--- src/shared/rvtm_pkg.sv ---
// constants for the reset entry and vector address map
// assumes a 24-bit program address space, two address units per word
`default_nettype none
package rvtm_pkg;
	localparam int          ADDR_W          = 24;
	localparam int          NUM_TRAPS       = 4;
	localparam int          NUM_IRQS        = 118;
	localparam int          NUM_SLOTS       = NUM_TRAPS + NUM_IRQS;
	localparam int          IDX_W           = 7;
	localparam logic [23:0] RESET_ADDR      = 24'h00_0000;
	localparam logic [23:0] BOOT_TARGET     = 24'h00_0002;
	localparam logic [23:0] PRI_BASE        = 24'h00_0000;
	localparam logic [23:0] ALT_BASE        = 24'h00_0100;
	localparam logic [23:0] TRAP_OFS        = 24'h00_0006;
	localparam logic [23:0] IRQ_OFS         = 24'h00_0014;
	localparam logic [23:0] LAST_IRQ_OFS    = 24'h00_00FE;
	localparam logic [23:0] CODE_START      = 24'h00_0200;
	localparam logic [23:0] WORD_STEP       = 24'h00_0002;

	typedef enum logic [1:0] {
		S_BOOT_INSTR  = 2'b00,
		S_BOOT_TARGET = 2'b01,
		S_IDLE        = 2'b10,
		S_VECTOR      = 2'b11
	} rvtm_state_t;
endpackage
`default_nettype wire

--- src/rtl/rvtm_vector_map.sv ---
// reset entry sequencer and vector address generator
// assumes program memory answers each request with one mem_rvalid pulse
// and the core holds vector_req until vector_valid
//
// Summary of operation
// - reset clears state, fetch restarts at zero
// - reset entry uses no vector lookup
// - entry is jump word then target word
// - primary traps after reserved word at 0x4
// - primary irq n at 0x14 plus 2n
// - alternate table mirrors primary from 0x100
// - alternate traps keep primary order
// - no vector lookup reaches code at 0x200
// - select bit moves all vectors to alternate
// - lowest table address wins priority
// - vector entry read as 24-bit address
`timescale 1ns/1ps
`default_nettype none
module rvtm_vector_map
	import rvtm_pkg::*;
(
	input  wire logic                mclk,
	input  wire logic                reset,
	input  wire logic                alternate_table_select,
	input  wire logic [NUM_TRAPS-1:0] trap_req,
	input  wire logic [NUM_IRQS-1:0] irq_req,
	input  wire logic                vector_req,
	output logic                     mem_req,
	output logic [ADDR_W-1:0]        mem_addr,
	input  wire logic [ADDR_W-1:0]   mem_rdata,
	input  wire logic                mem_rvalid,
	output logic                     entry_valid,
	output logic [ADDR_W-1:0]        entry_instr,
	output logic [ADDR_W-1:0]        entry_target,
	output logic                     vector_valid,
	output logic [ADDR_W-1:0]        vector_target,
	output logic [ADDR_W-1:0]        vector_slot_addr,
	output logic [IDX_W-1:0]         vector_index,
	output logic                     vector_is_trap,
	output logic                     vector_alt
);
	rvtm_state_t             state_reg;
	logic                    found;
	logic [IDX_W-1:0]        win_index;
	logic [ADDR_W-1:0]       slot_next;
	logic [ADDR_W-1:0]       base_next;
	logic                    take;

	// traps sit below interrupts, so they fill the low slots
	rvtm_prio_enc #(.N(NUM_SLOTS), .W(IDX_W)) u_enc (
		.req   ({irq_req, trap_req}),
		.found (found),
		.index (win_index)
	);

	assign take = (state_reg == S_IDLE) && vector_req && found;
	assign mem_req = (state_reg != S_IDLE);

	always_comb begin
		base_next = alternate_table_select ? ALT_BASE : PRI_BASE;
		if (win_index < IDX_W'(NUM_TRAPS)) begin
			slot_next = base_next + TRAP_OFS
				+ WORD_STEP * ADDR_W'(win_index);
		end else begin
			slot_next = base_next + IRQ_OFS
				+ WORD_STEP * ADDR_W'(win_index - IDX_W'(NUM_TRAPS));
		end
	end

	// reset entry is a fixed walk; the encoder is never consulted
	always_ff @(posedge mclk) begin
		if (reset) begin
			state_reg <= S_BOOT_INSTR;
		end else begin
			unique case (state_reg)
				S_BOOT_INSTR: begin
					if (mem_rvalid) state_reg <= S_BOOT_TARGET;
				end
				S_BOOT_TARGET: begin
					if (mem_rvalid) state_reg <= S_IDLE;
				end
				S_IDLE: begin
					if (take) state_reg <= S_VECTOR;
				end
				S_VECTOR: begin
					if (mem_rvalid) state_reg <= S_IDLE;
				end
			endcase
		end
	end

	always_ff @(posedge mclk) begin
		if (reset) begin
			mem_addr <= RESET_ADDR;
		end else if (state_reg == S_BOOT_INSTR && mem_rvalid) begin
			mem_addr <= BOOT_TARGET;
		end else if (take) begin
			mem_addr <= slot_next;
		end
	end

	always_ff @(posedge mclk) begin
		if (reset) begin
			entry_valid  <= 1'b0;
			entry_instr  <= '0;
			entry_target <= '0;
		end else begin
			entry_valid <= (state_reg == S_BOOT_TARGET) && mem_rvalid;
			if (state_reg == S_BOOT_INSTR && mem_rvalid) begin
				entry_instr <= mem_rdata;
			end
			if (state_reg == S_BOOT_TARGET && mem_rvalid) begin
				entry_target <= mem_rdata;
			end
		end
	end

	// select is sampled at take time; a change mid-fetch waits
	always_ff @(posedge mclk) begin
		if (reset) begin
			vector_slot_addr <= '0;
			vector_index     <= '0;
			vector_is_trap   <= 1'b0;
			vector_alt       <= 1'b0;
		end else if (take) begin
			vector_slot_addr <= slot_next;
			vector_index     <= win_index;
			vector_is_trap   <= win_index < IDX_W'(NUM_TRAPS);
			vector_alt       <= alternate_table_select;
		end
	end

	always_ff @(posedge mclk) begin
		if (reset) begin
			vector_valid  <= 1'b0;
			vector_target <= '0;
		end else begin
			vector_valid <= (state_reg == S_VECTOR) && mem_rvalid;
			if (state_reg == S_VECTOR && mem_rvalid) begin
				vector_target <= mem_rdata;
			end
		end
	end

	property p_reset_fetch;
		@(posedge mclk) disable iff (reset)
		$fell(reset) |-> mem_req && mem_addr == RESET_ADDR;
	endproperty
	a_reset_fetch: assert property (p_reset_fetch)
		else $error("fetch after reset not at zero");

	property p_no_vector_in_boot;
		@(posedge mclk) disable iff (reset)
		(state_reg == S_BOOT_INSTR || state_reg == S_BOOT_TARGET)
			|-> !vector_valid && !take;
	endproperty
	a_no_vector_in_boot: assert property (p_no_vector_in_boot)
		else $error("vector activity during reset entry");

	property p_entry_second_word;
		@(posedge mclk) disable iff (reset)
		(state_reg == S_BOOT_INSTR && mem_rvalid)
			|=> mem_req && mem_addr == BOOT_TARGET;
	endproperty
	a_entry_second_word: assert property (p_entry_second_word)
		else $error("second entry word not fetched at two");

	property p_trap_slot;
		@(posedge mclk) disable iff (reset)
		take && win_index < IDX_W'(NUM_TRAPS) |=>
			mem_addr == (vector_alt ? ALT_BASE : PRI_BASE) + TRAP_OFS
				+ WORD_STEP * ADDR_W'(vector_index);
	endproperty
	a_trap_slot: assert property (p_trap_slot)
		else $error("trap slot address wrong");

	property p_primary_irq;
		@(posedge mclk) disable iff (reset)
		take && !alternate_table_select && !(|trap_req) |=>
			mem_addr >= IRQ_OFS && mem_addr <= LAST_IRQ_OFS
			&& mem_addr[0] == 1'b0;
	endproperty
	a_primary_irq: assert property (p_primary_irq)
		else $error("primary interrupt slot out of range");

	property p_alt_irq;
		@(posedge mclk) disable iff (reset)
		take && alternate_table_select && !(|trap_req) |=>
			mem_addr >= ALT_BASE + IRQ_OFS
			&& mem_addr <= ALT_BASE + LAST_IRQ_OFS;
	endproperty
	a_alt_irq: assert property (p_alt_irq)
		else $error("alternate interrupt slot out of range");

	property p_alt_trap_order;
		@(posedge mclk) disable iff (reset)
		take && alternate_table_select && trap_req[0] |=>
			mem_addr == ALT_BASE + TRAP_OFS;
	endproperty
	a_alt_trap_order: assert property (p_alt_trap_order)
		else $error("alternate first trap slot wrong");

	property p_below_code;
		@(posedge mclk) disable iff (reset)
		state_reg == S_VECTOR |-> mem_addr < CODE_START;
	endproperty
	a_below_code: assert property (p_below_code)
		else $error("vector fetch reached code region");

	property p_select_moves;
		@(posedge mclk) disable iff (reset)
		take |=> (mem_addr >= ALT_BASE) == $past(alternate_table_select);
	endproperty
	a_select_moves: assert property (p_select_moves)
		else $error("table select not honoured");

	property p_lowest_wins;
		@(posedge mclk) disable iff (reset)
		take && trap_req[0] |=> vector_index == '0 && vector_is_trap;
	endproperty
	a_lowest_wins: assert property (p_lowest_wins)
		else $error("lower slot did not win");

	property p_target_returned;
		@(posedge mclk) disable iff (reset)
		(state_reg == S_VECTOR && mem_rvalid) |=>
			vector_valid && vector_target == $past(mem_rdata);
	endproperty
	a_target_returned: assert property (p_target_returned)
		else $error("vector target not returned");
endmodule
`default_nettype wire

--- src/rtl/rvtm_prio_enc.sv ---
// lowest-index-wins priority encoder over the vector slots
// assumes request bits are synchronous to the caller's clock
`timescale 1ns/1ps
`default_nettype none
module rvtm_prio_enc
	import rvtm_pkg::*;
#(
	parameter int N = NUM_SLOTS,
	parameter int W = IDX_W
) (
	input  wire logic [N-1:0] req,
	output logic              found,
	output logic [W-1:0]      index
);
	always_comb begin
		found = 1'b0;
		index = '0;
		// scan downward so the lowest slot is the last to win
		for (int i = N - 1; i >= 0; i--) begin
			if (req[i]) begin
				found = 1'b1;
				index = W'(i);
			end
		end
	end
endmodule
`default_nettype wire

--- config.mk ---
export PLATFORM = sky130hd
export DESIGN_NAME = rvtm_vector_map
export DESIGN_NICKNAME = d
export VERILOG_FILES = /design/src/shared/rvtm_pkg.sv /design/src/rtl/rvtm_vector_map.sv /design/src/rtl/rvtm_prio_enc.sv
export SDC_FILE = /design/constraint.sdc
export NUM_CORES = 1
export LEC_CHECK = 0
export BUFFER_PORTS_ARGS = -buffer_cell sky130_fd_sc_hd__buf_4
export CORE_ASPECT_RATIO = 1.4
export CORE_UTILIZATION = 25
export CTS_CLUSTER_SIZE = 16
export DETAILED_ROUTE_END_ITERATION = 8
export GPL_TIMING_DRIVEN = 0
export HOLD_SLACK_MARGIN = 0.02
export MAX_ROUTING_LAYER = met4
export PLACE_DENSITY_LB_ADDON = 0.05
export SETUP_SLACK_MARGIN = 0.5
export SYNTH_ARGS = -nofsm -noshare
export SYNTH_HDL_FRONTEND = slang
export SYNTH_HIERARCHICAL = 1
export SYNTH_SLANG_ARGS = --single-unit
--- constraint.sdc ---
create_clock -name mclk -period 4.41 [get_ports mclk]
set_input_delay 0.441 -clock mclk [delete_from_list [all_inputs] [get_ports mclk]]
set_output_delay 0.441 -clock mclk [all_outputs]
set_load 0.1 [all_outputs]
# Yosys cells after proc, flatten, opt, wreduce, memory -nomap -nowiden
# Index checks and enable logic that the tools add are counted.
classes:
  addsub: 5
  order_cmp: 1
  eq_ne: 7
  n_mux: 252
  n_reduce_logical: 10
ops:
  columns: ["operator", "count"]
  rows:
  - ["$mux W7", 122]
  - ["$mux W1", 122]
  - ["$mux W24", 1]
  - ["$add A11 B9 Y12", 1]
  - ["$add A10 B8 Y11", 1]
  - ["$add A9 B3 Y10 const B", 1]
  - ["$add A9 B5 Y10 const B", 1]
  - ["$mux W2", 5]
  - ["$mux W9", 1]
  - ["$sub A7 B3 Y8 const B", 1]
  - ["$lt A7 B3 Y1 const B", 1]
  - ["$ne A2 B2 Y1 const B", 3]
  - ["$pmux W2 S3", 1]
  - ["$logic_and A1 B1 Y1", 5]
  - ["$eq A2 B2 Y1 const B", 2]
  - ["$reduce_or A2 Y1", 2]
  - ["$reduce_and A3 Y1", 1]
  - ["$eq A2 B1 Y1 const B", 1]
  - ["$logic_not A2 Y1", 1]
  - ["$ne A2 B1 Y1 const B", 1]
  - ["$reduce_bool A2 Y1", 1]
word_totals:
  register_bits: 133
  input_bits: 151
  elab_cells: 287

# Logic depth before layout (Yosys ltp)
# Gate-level depths: netlist of the first run.
logic_depth:
  ltp_word: 127
  mapped_depth: 16

# By module
# The synthesis of the first run kept the hierarchy.
modules_own_cells:
  columns: ["module", "instances", "cells_per_inst", "area_each_um2", "seq_area_each_um2"]
  rows:
  - ["rvtm_vector_map", 1, 548, 4349.2, 2142.1]
  - ["rvtm_prio_enc", 1, 290, 1576.5, 0.0]

# Worst setup path before layout of the first run
# No wires, ideal clock.
synth_path:
  path_kind: "input -> register"
  startpoint: "input port irq_req[108]"
  endpoint: "register mem_addr[9]"
  setup_ns: 0.070
  t_arrival_ns: 3.694
  required_ns: 4.340
  slack_ns: 0.646
  stages: 15
  path_buffers: 0
  cell_sequence: "or4_4 > o311a_1 > nor2_1 > o21bai_1 > a221oi_1 > o211ai_1 > a21oi_1 > nor3_2 > nor3b_2 > ha_1 > nor3_1 > a2bb2oi_1 > xor2_1 > nand2_1 > a21oi_1"
synth_via:
  elab_chain_cells: 116
  elab_cells_between_ends: 232
  cone_classes: "add/sub: 3; order compare: 1; mux: 227; reduce/logical: 1"
synth_lines:
  columns: ["item", "line", "text"]
  rows:
  - ["start, declared", "rvtm_vector_map.sv:26", "input wire logic [NUM_IRQS-1:0] irq_req,"]
  - ["$mux W7 (*) (113 in series)", "rvtm_prio_enc.sv:20", "if (req[i]) begin"]
  - ["named net win_index[3]", "rvtm_vector_map.sv:44", "logic [IDX_W-1:0] win_index;"]
  - ["$sub A7 B3 Y8", "rvtm_vector_map.sv:66", "+ WORD_STEP * ADDR_W'(win_index - IDX_W'(NUM_TRAPS));"]
  - ["$add A11 B9 Y12", "rvtm_vector_map.sv:66", null]
  - ["$mux W24 (*)", "rvtm_vector_map.sv:61", "if (win_index < IDX_W'(NUM_TRAPS)) begin"]
  - ["end signal, assigned", "rvtm_vector_map.sv:98", "mem_addr <= slot_next;"]
  - ["end, declared", "rvtm_vector_map.sv:29", "output logic [ADDR_W-1:0] mem_addr,"]
# Mark *: on every way through the listed nets, which the timed path passes. The rest lies on a longest branch.
# A chain may end at the register's enable or synchronous reset.

# Final worst setup path of the first run
layout_path:
  startpoint: "input port irq_req[39]"
  endpoint: "register mem_addr[9]"
layout_via:
  elab_chain_cells: 47
  elab_cells_between_ends: 94
  cone_classes: "add/sub: 3; order compare: 1; mux: 89; reduce/logical: 1"
layout_lines:
  columns: ["item", "line"]
  rows:
  - ["$mux W7 (*) (44 in series)", "rvtm_prio_enc.sv:20"]
  - ["named net win_index[3]", "rvtm_vector_map.sv:44"]
  - ["$sub A7 B3 Y8", "rvtm_vector_map.sv:66"]
  - ["$add A11 B9 Y12", "rvtm_vector_map.sv:66"]
  - ["$mux W24 (*)", "rvtm_vector_map.sv:61"]
# Marks and branches as above.

==> flow_summary.yaml, run 1 <==
outcome:
  status: "completed"
place:
  placement.io_buffers: 279
  pre_cts_ws_ns: -0.285
  gp_congestion: 0.823
  hpwlAfterDp_um: 18300
final_layout:
  reg_top3: "entry_instr: 24 flops, entry_target: 24 flops, vector_target: 24 flops"
  seq_area_um2: 2140
  antenna_cells: 0
  multiInputGateArea_um2: 3410
  fill_cells: 2596
  area_delta_synth_final_pct: 49.2
  nNetsFinal: 1294
  fin_util_pct: 38.0
  drive_gt1_share_pct: 30.6
synthesis:
  async_flop_share_pct: 0
  synthFlopType: "dfxtp_1"
  yosysSeqAreaShare_pct: 36.1
  syn-cell-area_um2: 5930
  syn_area_per_cell_um2: 7.07
  yosys_warnings: 6
  synth.distinct_cells: 60
  synth_edf_count: 0
  ys_seq_elements: 107
  synth_cells: 838
clock_network:
  cts_tree: "yes"
  htree_levels: 3
  clkSinkCount: 107
  cts_buffer_depth: 2
  root_buffer: "clkbuf_16"
  clk_pin_slew_worst_paths_ns: 0.07
  cts_hold_buf: 0
  cts_buffers: 9
  clk_latency_ns: 0.35
route:
  wl_um: 22300
  drt_iter0_drc: 279
  ant_nets: 0
  wl_per_cell_um: 15.4
  drcViolationCount: 0
  num_vias: 6696
  vias_per_cell: 4.63
  dr.pass1.iters: 4
global_route:
  track_usage_pct: 18.6
  grt_max_degree: 19
  antenna_found_initial: 0
  first_global_vias: 6532
  grt_pass1_wl_um: 34300
  grt.overflow.total: 0
floorplan:
  fp-row-count: 66
  coreArea_um2: 23300
  ioPinCount: 283
  die_h_um: 184
  die_area_um2: 24300
  start_util_pct: 25.4
  die_w_um: 132
power:
  p_sw_share_pct: 34.3
  combinationalPowerShare_pct: 26.4
  p_sw_mw: 0.871
  p_int_mw: 1.66
  powerDensity_nw_per_um2: 287
  clockPowerShare_pct: 33.4
  vdd_drop_max_mv: 0.186
  p_leak_nw: 3.72
  power_frac_seq_pct: 40.2
sta:
  drv_slew: 0
  hold_viol: 0
  fin_tns_setup_ns: 0
  skew_ns: 0.00946
  min_period_ns: 3.70
  worst_slew_pin_slew_ns: 0.647
  max_clock_freq_ghz: 0.270
  fin_crit_sh_pct: 83.8
  timing.hold.ws_ns: 0.346
  timing.final.ws_setup_ns: 0.713
  finalSetupViolations: 0
  rsz0062_at_grt: "yes"
  slew_headroom_pct: 55.8
setup_path:
  r2r_slack_ns: 2.39
  start_kind: "primary input"
  critPathCaptureType: "flip-flop"
  critical_path_required_ns: 4.69
  critical_path_class: "primary input to flip-flop"
  cp.arrival_ns: 3.98
  cp_max_fo: 6
job:
  maxCapViolCount: 0
hold_path:
  min_path_type: "primary input to flip-flop"
kinds of logic (layout without fill, tap and decap cells):
logic type / Yosys count / in the layout / share of synthesized area, %
xor+xnor: 9 / 9 / 1.33
flops: 107 / 107 / 36.1
buf+inv: 92 / 392 / 7.88
simple gates: 399 / 399 / 30.4
compound gates: 221 / 221 / 22.3
other cells: 1 / 2 / 0.0633
fa+ha+maj: 9 / 9 / 1.90
cells in the final DEF, fill, tap and decap left out, types with 4 or more instances in the layout:
cell type  count
nor3_1        18
a21boi_0       4
xnor2_1        5
nand4_1        7
nand2b_1       8
xor2_1         4
dfxtp_1      107
nor2_1        77
a211oi_1       5
o31ai_1        5
inv_1         33
clkbuf_1      26
a2111oi_0      4
a31oi_1        5
ha_1           9
o21ai_1        5
buf_4        311
nor2b_1        8
a21oi_1      120
o211ai_1       4
o21ai_0       28
nand3_1       15
or4_1          4
nor4_1        28
nor3b_1        4
clkbuf_16      9
nand2_1      210
o21bai_1       9
area by class of cell:
class | instances | share of cell area [%]
Clock inverter | 6 | 0.792
Clock buffer | 10 | 2.70
Inverter | 33 | 1.40
Sequential cell | 107 | 24.2
Buffer | 59 | 3.88
Multi-Input combinational cell | 640 | 38.6
Timing Repair Buffer | 284 | 24.1
Tap cell | 306 | 4.33
routing by layer:
layer  global-route usage [%]  part of all wire [%]  vias to the layer above
li1                         -                     -                     3486
met1                     19.2                    39                     3020
met2                     35.3                    54                      175
met3                     3.71                   5.2                       15
met4                     5.58                   1.6                        0
met5                        -                     0                        -
worst max-delay path, stage by stage:
cell and delay [ns]:
buf_4 0.12, nor4_1 0.37, nand3_1 0.26, nor4_1 0.47, a221oi_2 0.14, o211ai_1 0.31, a21oi_4 0.13, nor3_2 0.28
nor3b_4 0.25, ha_1 0.29, nor3_1 0.27, a2bb2oi_1 0.21, xor2_1 0.16, nand2_1 0.10, a21oi_1 0.15
cells in the mapped netlist (all sizes together), types with 2 or more instances:
library cell	instances	area share [%]
xor2	4	0.59
nand3b	3	0.38
o21bai	9	1.1
nand2b	8	0.84
o211ai	4	0.51
o41ai	3	0.44
xnor2	5	0.74
nor4b	3	0.70
nor4	32	3.6
nor3	19	1.7
a2111oi	7	1.0
a21oi	123	10
o311a	3	0.51
nor3b	5	0.72
a211oi	6	0.84
a211o	3	0.44
and3	3	0.32
a21boi	5	0.63
a221oi	2	0.30
nor2	77	4.9
o31ai	5	0.63
inv	33	2.1
dfxtp	107	36
buf	31	3.9
nand4	7	0.74
a31oi	6	0.74
clkbuf	28	1.9
or4	5	0.70
nand2	211	13
a31o	2	0.30
nand3	15	1.3
nor2b	8	0.84
o2111ai	4	0.59
ha	9	1.9
o21ai	33	2.8
path summary, 6_finish.rpt:
check        cells after the start                      start                      endpoint
max                             15                irq_req[39]      mem_addr[9]$_SDFFE_PP0P_
min                              3               mem_rdata[8]  entry_target[8]$_SDFFE_PP0P_
max reg2reg                      6  state_reg[0]$_SDFFE_PP0P_  vector_index[5]$_SDFFE_PP0P_
min reg2reg                      2   mem_addr[9]$_SDFFE_PP0P_      mem_addr[9]$_SDFFE_PP0P_
power groups by stage:
stage | Combinational (mW) | Sequential (mW) | Clock (mW)
floorplan | 0.177 | 1.27 | 0
global placement | 0.671 | 1.04 | 0
detailed placement | 0.671 | 1.04 | 0
CTS | 0.673 | 1.02 | 0.880
global route | 0.717 | 1.02 | 0.923
finish | 0.670 | 1.02 | 0.845
what timing repair did:
action	4_1_cts	5_1_grt
endpoints found under the setup margin	18	14
pin swaps	0	1
resized for setup	8	8
buffers inserted	0	5
metrics by stage:
stage / total power, mW / instances / instance area (um^2)
finish: 2.53 / 1445 / 8840
global route: 2.66 / 1445 / 8840
CTS: 2.57 / 1440 / 8750
detailed placement: 1.71 / 1424 / 8410
global placement: 1.71 / 1424 / 8410
floorplan: 1.45 / 839 / 5930
No activity file was read; power rests on OpenSTA's default activity.
==> inputs of run 2 (changes only) <==
==> constraint.sdc (replaced) <==
create_clock -name mclk -period 3.5 [get_ports mclk]
set_input_delay 0.35 -clock mclk [delete_from_list [all_inputs] [get_ports mclk]]
set_output_delay 0.35 -clock mclk [all_outputs]
set_load 0.1 [all_outputs]
==> run 2 against run 1 <==
  * Cell count is 1.7% higher
  * Design area is 6.1% higher
  * Die area stayed put
  * Sequential cell count stayed put
  * Clock skew is 0.0011 ns lower
  * Via count is 2.1% higher
  * Non-clock buffer count is 24 higher
  * Highest routed layer unchanged
==> flow_summary.yaml, run 2 (synthesis gave the netlist of run 1 again) <==
clock_network:
  clk_pin_slew_worst_paths_ns: 0.07
  clk_latency_ns: 0.35
  cts_buffer_depth: 2
  cts_hold_buf: 0
  cts_buffers: 9
  root_buffer: "clkbuf_16"
  cts_tree: "yes"
  htree_levels: 3
  clkSinkCount: 107
route:
  wl_per_cell_um: 15.8
  drt_iter0_drc: 262
  wl_um: 23200
  drcViolationCount: 0
  vias_per_cell: 4.65
  num_vias: 6838
  ant_nets: 0
  dr.pass1.iters: 4
global_route:
  grt_max_degree: 18
  track_usage_pct: 19.3
  grt_pass1_wl_um: 35400
  antenna_found_initial: 0
  first_global_vias: 6777
  grt.overflow.total: 0
floorplan:
  die_area_um2: 24300
  die_w_um: 132
  coreArea_um2: 23300
  ioPinCount: 283
  fp-row-count: 66
  start_util_pct: 25.4
  die_h_um: 184
sta:
  timing.final.ws_setup_ns: 0.147
  hold_viol: 0
  rsz0062_at_grt: "yes"
  fin_crit_sh_pct: 95.8
  min_period_ns: 3.35
  skew_ns: 0.00834
  max_clock_freq_ghz: 0.298
  drv_slew: 0
  worst_slew_pin_slew_ns: 0.669
  finalSetupViolations: 0
  slew_headroom_pct: 55.4
power:
  powerDensity_nw_per_um2: 343
  p_leak_nw: 3.90
  vdd_drop_max_mv: 0.181
hold_path:
  hold_depth: 3
  hp-start: "mem_rdata[18]"
  hold_end: "vector_target[18]$_SDFFE_PP0P_"
  min_path_type: "primary input to flip-flop"
setup_path:
  start_kind: "primary input"
  worst_path_largest_cell_delay_ns: 0.55
  r2r-start: "state_reg[0]$_SDFFE_PP0P_"
  critical_path_required_ns: 3.78
  cpMostUsedCell: "nor3_4"
  critPathCaptureType: "flip-flop"
  r2r-end: "entry_target[2]$_SDFFE_PP0P_"
  cp_max_fo: 4
  reg2reg_depth: 5
  crit_chain: "buf_6 > or4_4 > o311a_1 > nor2_1 > o21bai_1 > a221oi_2 > o211ai_1 > a21oi_4 > buf_4 > nor3_4 > nor3b_4 > ha_4 > nor3_4 > a2bb2oi_2 > xor2_1 > nand2_1 > a21oi_1"
  critical_path_class: "primary input to flip-flop"
  cp.arrival_ns: 3.64
  crit_slowest_cell: "or4_4"
  r2r_slack_ns: 1.75
place:
  place_inst: 1424
  hpwlAfterDp_um: 18900
  gp_congestion: 0.820
  pre_cts_ws_ns: -0.945
  placement.io_buffers: 279
job:
  maxCapViolCount: 0
final_layout:
  antenna_cells: 0
  nNetsFinal: 1318
  drive_gt1_share_pct: 35.9
  layout_common_cells: "buf_4 (329), nand2_1 (210), a21oi_1 (118)"
  fill_cells: 2532
  final_common_cell: "buf_4"
  reg_top3: "entry_instr: 24 flops, entry_target: 24 flops, vector_target: 24 flops"
  fin_util_pct: 40.3
  area_delta_synth_final_pct: 58.4
  fin_cells: 1469
outcome:
  status: "completed"
[run 2: changes by cell type in the layout (fill, tap and decap cells not counted), sizes merged]
cell,before,now
inv,36,34
clkinvlp,0,2
clkbuf,38,37
buf,315,340
[run 2: cell type report]
type                       instances  area, um^2  area share (%)
sequential                       107        2140            22.8
clock buffer                      10         239            2.55
clock inverter                     6        63.8           0.680
multi-input combinational        640        3740            39.9
tap                              306         383            4.08
inverter                          33         124            1.32
buffer                            59         353            3.76
timing repair buffer             308        2340            24.9
[run 2: what timing repair did]
| action | in CTS | in global routing |
|---|---|---|
| setup endpoints to repair | 32 | 32 |
| resized for setup | 44 | 22 |
| setup buffers | 18 | 11 |
| pin swaps | 15 | 19 |
[run 2: stage by stage]
step | instance area (um^2) | hold WS, ns | power [mW] | setup TNS (ns)
after floorplan | 6010 | 0.486 | 1.83 | 0
after global placement | 8490 | 0.444 | 2.17 | -15.55
after detailed placement | 8490 | 0.448 | 2.17 | -15.63
after CTS | 9180 | 0.244 | 3.26 | 0
after global routing | 9390 | 0.253 | 3.38 | 0
final | 9390 | 0.260 | 3.22 | 0
[run 2: per-layer routing]
| layer | share of wire (%) | wire, um | global-route usage (%) |
|---|---|---|---|
| met1 | 38 | 8780 | 19.2 |
| met2 | 54 | 12700 | 36.9 |
| met3 | 5.6 | 1310 | 3.93 |
| met4 | 2.1 | 499 | 6.60 |
| met5 | 0 | 0 | - |
[run 2: worst max path at each step]
stage / from / end / depth (start not counted)
2_1_floorplan: irq_req[115] / vector_slot_addr[9]$_SDFFE_PP0P_ / 16
3_3_place_gp: irq_req[41] / mem_addr[8]$_SDFFE_PP0P_ / 15
3_5_place_dp: irq_req[41] / mem_addr[8]$_SDFFE_PP0P_ / 15
4_1_cts: irq_req[112] / vector_slot_addr[10]$_SDFFE_PP0P_ / 16
5_1_grt: irq_req[112] / mem_addr[7]$_SDFFE_PP0P_ / 16
6_report: irq_req[112] / mem_addr[9]$_SDFFE_PP0P_ / 17
[run 2: worst max-delay path, delay by kind of cell]
family          cells  cell delay, ns
buf+inv             2            0.24
xor+xnor            1            0.15
fa+ha+maj           1            0.26
simple gates        6            1.15
compound gates      7            1.49
[run 2: power by group]
group	leakage [nW]	internal [mW]	switching, mW
Sequential	0.868	1.26	0.0242
Clock	0.145	0.575	0.467
Combinational	2.89	0.280	0.613
Total	3.90	2.11	1.10
